==> src/verilog/spa_pkg.sv <==
// Shared constants and types for the SRAM programmed-access port.
package spa_pkg;
    // Instruction codes on the two low command lines and the SRAM select code on data bits 20:19; the values are arbitrary.
    localparam logic [1:0] SPA_CMD_READ = 2'h1;
    localparam logic [1:0] SPA_CMD_WRITE = 2'h2;
    localparam logic [1:0] SPA_DQ_SRAM_SEL = 2'h2;
    // Table-size settings.
    localparam logic [1:0] SPA_TS_ONE = 2'h0;
    localparam logic [1:0] SPA_TS_EIGHT = 2'h1;
    localparam logic [1:0] SPA_TS_FULL = 2'h2;
    // Cycle numbers of an access, counted with 1B as cycle 1, and the extra acknowledge cycles of a 31-device table.
    localparam logic [4:0] SPA_FIRST_CYC = 5'h04;
    localparam logic [4:0] SPA_ADDR_CYC_ONE = 5'h05;
    localparam logic [4:0] SPA_ADDR_CYC_EIGHT = 5'h06;
    localparam logic [4:0] SPA_ADDR_CYC_FULL = 5'h07;
    localparam logic [4:0] SPA_ACK_EXTRA_FULL = 5'h02;
    // Register offsets and reset values.
    localparam logic [11:0] SPA_OFS_CONFIG = 12'h000;
    localparam logic [11:0] SPA_OFS_STATUS = 12'h004;
    localparam logic [1:0] SPA_RST_TABLE_SIZE = 2'h0;
    localparam logic [2:0] SPA_RST_HIT_LATENCY = 3'h0;
    // Config field positions.
    localparam int SPA_CFG_TS_LSB = 0;
    localparam int SPA_CFG_HL_LSB = 2;
    localparam int SPA_CFG_LAST_SRAM_BIT = 5;
    localparam int SPA_CFG_LAST_DEV_BIT = 6;

    typedef enum logic [1:0] {
        SPA_OP_IDLE = 2'b00,
        SPA_OP_READ = 2'b01,
        SPA_OP_WRITE = 2'b10
    } spa_op_type;

    typedef struct packed {
        logic [23:0] addr;
        logic addr_oe;
        logic ce_l;
        logic ale_l;
        logic we_l;
        logic strobe_oe;
    } spa_sram_type;

    localparam spa_sram_type SPA_SRAM_IDLE = '{24'h000000, 1'b0, 1'b1,
        1'b1, 1'b1, 1'b0};
endpackage
==> src/verilog/spa_access_port.sv <==
// SRAM programmed-access port of a cascadable search device, APB configured.
`timescale 1ns/100ps
`default_nettype none

// Operation
// - Only the device whose position code equals data bits 25:21 acts.
// - 31-device table drives data from cycle 4 to 7, read cycle 7.
// - 31-device table: acknowledge low 8, high 9, low 10, released.
// - Write cycle appears after search latency counted from cycle 1B.
// - Data presented in write cycles 2 and 3 is ignored.
// - Writes are pipelined; next instruction may follow after cycle 3.
// - Table size 00 one device, 01 up to eight, 10 up to 31.
// - Acknowledge follows address latency plus programmed hit latency, plus two for a 31-device table.
// - Address is command bits 8:6, position code, host address 15:0.
// - Read cycle drives address, enable and latch low, write high.
module spa_access_port #(
    parameter int DQ_WIDTH = 72
) (
    input wire logic sys_clk,
    input wire logic arst_n,
    input wire logic clk_en,
    input wire logic psel,
    input wire logic penable,
    input wire logic pwrite,
    input wire logic [11:0] paddr,
    input wire logic [31:0] pwdata,
    output logic [31:0] prdata,
    output logic pready,
    output logic pslverr,
    input wire logic command_valid,
    input wire logic [8:0] cmd,
    input wire logic [DQ_WIDTH-1:0] dq_in,
    output logic [DQ_WIDTH-1:0] dq_out,
    output logic dq_oe,
    input wire logic [4:0] cascade_position_code,
    output logic ack_out,
    output logic ack_oe,
    output spa_pkg::spa_sram_type sram_address_bus
);
    import spa_pkg::*;

    function automatic logic [4:0] addr_cycle(input logic [1:0] ts);
        case (ts)
            SPA_TS_ONE: addr_cycle = SPA_ADDR_CYC_ONE;
            SPA_TS_EIGHT: addr_cycle = SPA_ADDR_CYC_EIGHT;
            default: addr_cycle = SPA_ADDR_CYC_FULL;
        endcase
    endfunction

    logic rst_s1, rst_n;
    always_ff @(posedge sys_clk or negedge arst_n) begin
        if (!arst_n) begin
            rst_s1 <= 1'b0;
            rst_n <= 1'b0;
        end else if (clk_en) begin
            rst_s1 <= 1'b1;
            rst_n <= rst_s1;
        end
    end

    // Pins are sampled twice; the decode below sees cycle 1B in cycle 3,
    // so a registered output chosen then first shows in cycle 4.
    logic [40:0] pin_s1, pin_s2;
    always_ff @(posedge sys_clk or negedge rst_n) begin
        if (!rst_n) begin
            pin_s1 <= '0;
            pin_s2 <= '0;
        end else if (clk_en) begin
            pin_s1 <= {command_valid, cmd, dq_in[25:0], cascade_position_code};
            pin_s2 <= pin_s1;
        end
    end

    wire s_valid = pin_s2[40];
    wire [8:0] s_cmd = pin_s2[39:31];
    wire [25:0] s_dq = pin_s2[30:5];
    wire [4:0] s_pos = pin_s2[4:0];

    logic [1:0] table_size_field;
    logic [2:0] hit_latency_field;
    logic last_sram_driver_flag, last_device_flag;
    logic first_ok;
    logic [1:0] first_code;
    logic [18:0] first_addr;
    spa_op_type op;
    logic [4:0] cyc;
    logic [23:0] inst_addr;

    wire is_rd_code = s_cmd[1:0] == SPA_CMD_READ;
    wire is_wr_code = s_cmd[1:0] == SPA_CMD_WRITE;
    wire pos_match = s_dq[25:21] == s_pos;
    wire match = s_valid && (is_rd_code || is_wr_code) &&
        s_dq[20:19] == SPA_DQ_SRAM_SEL && pos_match;
    // A read in flight blocks new decodes; a write does not.
    wire read_busy = op == SPA_OP_READ;
    wire detect = match && first_ok && first_code == s_cmd[1:0] &&
        !read_busy;
    wire [4:0] cur_addr_cyc = addr_cycle(table_size_field);
    wire [4:0] ack_extra = table_size_field == SPA_TS_ONE ||
        table_size_field == SPA_TS_EIGHT ? 5'h00 : SPA_ACK_EXTRA_FULL;
    wire [4:0] ack_hi_cyc = 5'(cur_addr_cyc + {2'b00, hit_latency_field}
        + ack_extra);
    wire done = (op == SPA_OP_READ && cyc >= 5'(ack_hi_cyc + 5'h01)) ||
        (op == SPA_OP_WRITE && cyc >= cur_addr_cyc);
    wire spa_op_type next_op = detect ? (is_rd_code ? SPA_OP_READ :
        SPA_OP_WRITE) : (done ? SPA_OP_IDLE : op);
    wire [4:0] next_cyc = detect ? SPA_FIRST_CYC :
        (op == SPA_OP_IDLE ? cyc : 5'(cyc + 5'h01));
    wire [23:0] next_inst_addr = detect ?
        {first_addr[18:16], s_pos, first_addr[15:0]} : inst_addr;
    wire next_rd = next_op == SPA_OP_READ;
    wire next_strobe = next_op != SPA_OP_IDLE && next_cyc == cur_addr_cyc;
    wire next_dq_oe = next_rd && next_cyc <= cur_addr_cyc;
    wire next_ack_oe = next_rd && next_cyc >= 5'(ack_hi_cyc - 5'h01) &&
        next_cyc <= 5'(ack_hi_cyc + 5'h01);
    wire next_ack = next_rd && next_cyc == ack_hi_cyc;
    // A read keeps write enable high; only a write pulls it low.
    wire spa_sram_type next_sram = next_strobe ? spa_sram_type'{
        next_inst_addr, 1'b1, 1'b0, 1'b0, next_rd, 1'b1} :
        SPA_SRAM_IDLE;

    // The address of 1A is kept; in a write, cycles 2 and 3 clear the
    // capture so their data can never start a second access.
    always_ff @(posedge sys_clk or negedge rst_n) begin
        if (!rst_n) begin
            first_ok <= 1'b0;
            first_code <= 2'h0;
            first_addr <= '0;
        end else if (clk_en) begin
            first_ok <= match && !detect;
            first_code <= s_cmd[1:0];
            first_addr <= {s_cmd[8:6], s_dq[15:0]};
        end
    end

    always_ff @(posedge sys_clk or negedge rst_n) begin
        if (!rst_n) begin
            op <= SPA_OP_IDLE;
            cyc <= 5'h00;
            inst_addr <= '0;
            dq_oe <= 1'b0;
            ack_oe <= 1'b0;
            ack_out <= 1'b0;
            sram_address_bus <= SPA_SRAM_IDLE;
        end else if (clk_en) begin
            op <= next_op;
            cyc <= next_cyc;
            inst_addr <= next_inst_addr;
            dq_oe <= next_dq_oe;
            ack_oe <= next_ack_oe;
            ack_out <= next_ack;
            sram_address_bus <= next_sram;
        end
    end

    // Read data come from the SRAM straight to the host; the device only
    // holds the bus so no other party fights it.
    assign dq_out = '0;

    wire apb_setup = psel && !penable;
    wire apb_done = psel && penable && pready;
    wire hit_cfg = paddr == SPA_OFS_CONFIG;
    wire hit_sts = paddr == SPA_OFS_STATUS;
    wire [31:0] cfg_word = {25'h0000000, last_device_flag,
        last_sram_driver_flag, hit_latency_field, table_size_field};
    wire [31:0] sts_word = {24'h000000, cyc, op, dq_oe};
    wire [31:0] next_prdata = hit_cfg ? cfg_word :
        (hit_sts ? sts_word : 32'h00000000);

    always_ff @(posedge sys_clk or negedge rst_n) begin
        if (!rst_n) begin
            pready <= 1'b0;
            pslverr <= 1'b0;
            prdata <= 32'h00000000;
        end else if (clk_en) begin
            pready <= apb_setup;
            pslverr <= apb_setup && !hit_cfg && !(hit_sts && !pwrite);
            prdata <= apb_setup && !pwrite ? next_prdata : 32'h00000000;
        end
    end

    always_ff @(posedge sys_clk or negedge rst_n) begin
        if (!rst_n) begin
            table_size_field <= SPA_RST_TABLE_SIZE;
            hit_latency_field <= SPA_RST_HIT_LATENCY;
            last_sram_driver_flag <= 1'b0;
            last_device_flag <= 1'b0;
        end else if (clk_en && apb_done && pwrite && hit_cfg) begin
            table_size_field <= pwdata[SPA_CFG_TS_LSB +: 2];
            hit_latency_field <= pwdata[SPA_CFG_HL_LSB +: 3];
            last_sram_driver_flag <= pwdata[SPA_CFG_LAST_SRAM_BIT];
            last_device_flag <= pwdata[SPA_CFG_LAST_DEV_BIT];
        end
    end

    // A start only counts on an enabled edge, so a frozen stretch never
    // opens a timing check that the held state would then break.
    wire rd_go = detect && is_rd_code && clk_en;
    wire wr_go = detect && is_wr_code && clk_en;
    wire ts_full = table_size_field == SPA_TS_FULL;
    wire strobe_on = sram_address_bus.strobe_oe;
    wire we_low = strobe_on && !sram_address_bus.we_l;
endmodule

`default_nettype wire

==> config.mk <==
export PLATFORM = sky130hd
export DESIGN_NAME = spa_access_port
export DESIGN_NICKNAME = d
export VERILOG_FILES = /design/src/verilog/spa_pkg.sv /design/src/verilog/spa_access_port.sv
export SDC_FILE = /design/constraint.sdc
export NUM_CORES = 1
export LEC_CHECK = 0
export BUFFER_PORTS_ARGS = -buffer_cell sky130_fd_sc_hd__buf_2
export CORE_UTILIZATION = 56
export DETAILED_ROUTE_END_ITERATION = 6
export MAX_ROUTING_LAYER = met4
export PLACE_DENSITY = 0.86
export RECOVER_POWER = 50
export SETUP_SLACK_MARGIN = 0.1
export SYNTH_ARGS = -nofsm -noshare
export SYNTH_HDL_FRONTEND = slang
export SYNTH_SLANG_ARGS = --single-unit
==> constraint.sdc <==
create_clock -name sys_clk -period 12.3 [get_ports sys_clk]
set_clock_uncertainty 0.1 [all_clocks]
set_input_delay 2.46 -clock sys_clk [delete_from_list [all_inputs] [get_ports sys_clk]]
set_output_delay 2.46 -clock sys_clk [all_outputs]
set_load 0.02 [all_outputs]
==> results.cfg <==
[sta]
hold_viol_final = 0
holdWs_ns = 0.369
relSlewSlack = -0.913
fin_tns_setup_ns = 0
slew_viol_final = 109
fmax_mhz = 207
fin_crit_sh = 0.393
worstMarginPinSlew_ns = 2.87
setup_viol = 0
fin_ws_ns = 7.47
fin_crit_ns = 4.83
rsz0062_at_grt = false

[worst_setup_path]
startpoint_type = flip-flop
end_kind = async pin
reg2reg_depth = 2
cp.arrival_ns = 5.19
worstPathMaxFanout = 64
timing.rr.start = rst_n
critPathKind = flip-flop to async pin
required_ns = 12.65
r2r_end = first_addr[6]
reg2reg_slack_ns = 7.47

[synthesis]
synth_edf_count = 0
postSynthAreaPerCell_um2 = 12.2
yosysMostFrequentCell = dfrtp_1
synthCells = 718
ys_seq_area_frac = 0.487
yosysTopAreaCellShare = 0.481
synth_area_leaders = dfrtp_1 (48%), mux2_2 (19%), buf_4 (8.5%), ha_1 (3.4%), o32ai_2 (3.3%)
synth_cell_types = 55
synth_common_cells = dfrtp_1 (168), mux2_2 (147), buf_4 (99)
synth-async-reset-ratio = 1.00
ys_ff_latch = 170
synth_warnings = 0
synthesis.area_mm2 = 0.00875
ys.flop_type = dfrtp_1
yosysTopAreaCell = dfrtp_1

[worst_hold_path]
holdCritPathClass = flip-flop to flip-flop
min_path_cells = 1
holdPathEnd = rst_s1
hold_start = rst_s1

[finish]
n_antenna_cell = 0
drive_above_1_share = 0.372
area_growth_pct = 9.32
multi_input_area_mm2 = 0.00376
fin_util = 0.629
final_cell_area_mm2 = 0.00956
regArea_mm2 = 0.00426
fillCellCount = 1182
layout.cells.non_filler = 1007
nNetsFinal = 968

[clocking]
clk_pin_slew_ns = 0.06
h-tree-depth = 4
cts_root_buf = clkbuf_16
clk-insertion-delay-late_ns = 0.43
cts_buffers = 17
ctsHoldBuffers = 0
cts_resized = 0
clock_sink_count = 170
postCtsSetupBuffers = 0
clk_path_buf_depth = 2
cts_tree = done

[placed_design]
place_ws_ns = 7.18
port_buffers = 100
place_inst = 975
place_area_mm2 = 0.00900
hpwl_um = 10600
gp_congestion = 0.889

[power]
vdd_drop_max_uv = 113
fin_total_pwr_mw = 1.48
cellLeakagePower_nw = 4.38
powerDensity_mw_per_mm2 = 154

[floorplanning]
dieHeight_um = 127
std_cell_rows = 45
io_pins = 275
start_util = 0.575
die_area_mm2 = 0.0161
coreArea_mm2 = 0.0152
die_x_um = 127

[global_routing]
track_usage = 0.219
first_global_vias = 5220
grt_pass1_wl_um = 26400
grt_max_degree = 103
antenna_found_initial = 0
grt_overflow = 0

[route]
drc_errors = 0
drt-initial-drc-count = 280
dr.pass1.iters = 5
ant_nets = 0
avgRoutedWirePerCell_um = 15.7
via_per_inst = 5.30
vias = 5340
drt_wl_total_um = 15900

[run_status]
status = finished, violations left
violations = max-capacitance violations, max-slew violations

[flow_run]
cap_violations = 2
[final cells by class]
| cell class | instances | area share |
|---|---|---|
| Sequential cell | 170 | 0.445 |
| Clock inverter | 11 | 0.0143 |
| Clock buffer | 21 | 0.0460 |
| Tap cell | 188 | 0.0246 |
| Timing Repair Buffer | 108 | 0.0587 |
| Multi-Input combinational cell | 462 | 0.393 |
| Inverter | 47 | 0.0184 |
[cell usage in the layout, fill, tap and decap left out, types with 6 or more instances in the layout]
cell type / n
dfrtp_1: 168
nor2_1: 13
a21oi_1: 6
buf_4: 7
nand2_1: 34
clkbuf_1: 6
buf_2: 98
o32ai_2: 18
xor2_1: 6
mux2_2: 147
clkbuf_16: 17
conb_1: 96
o32ai_1: 9
nand3_1: 7
ha_1: 24
o21ai_0: 13
inv_1: 47
a22oi_1: 8
a21o_1: 6
xnor2_1: 15
[cells by family after synthesis]
group	synth area share
AOI/OAI and AO/OA	0.0908
xor gates and xnor gates	0.0229
adders and majority gates	0.0378
buffers and inverters	0.125
DFF	0.487
muxes	0.192
other	0.000429
and+or+nand+nor	0.0453
[how the worst max path moves through the flow]
stage	startpoint	end	slack, ns
after global routing	rst_n	sram_address_bus[11]	6.30
after floorplan	rst_n	ack_oe	7.10
after global placement	clk_en	last_device_flag	7.19
final	rst_n	first_addr[6]	7.47
after detailed placement	clk_en	last_device_flag	7.18
after CTS	clk_en	last_device_flag	7.63
[state kept, by name, indices dropped and copies added, names as in the netlist, 2 cells and up]
register           cells
pin_s1                34
pin_s2                34
sram_address_bus      27
inst_addr             24
first_addr            19
prdata                 8
cyc                    5
hit_latency_field      3
first_code             2
op                     2
table_size_field       2
[power breakdown]
part	total [mW]	switching (mW)	leakage, nW	internal, mW
clock	0.529	0.226	0.267	0.303
sequential	0.661	0.0476	2.05	0.613
combinational	0.287	0.165	2.06	0.122
total	1.48	0.438	4.38	1.04
[metal layers]
metal  global-route usage  share of wire  up-vias
met5                    -              0        -
met2                0.348           0.49      191
met3               0.0377          0.040       31
met4               0.0931          0.023        0
met1                0.279           0.45     2637
li1                     -              -     2481
[critical path, stage by stage, from the launching register on]
cell and delay [ns]:
dfrtp_1 1.63, clkbuf_1 2.14, buf_4 0.89
Power figures use the tool's default switching activity.
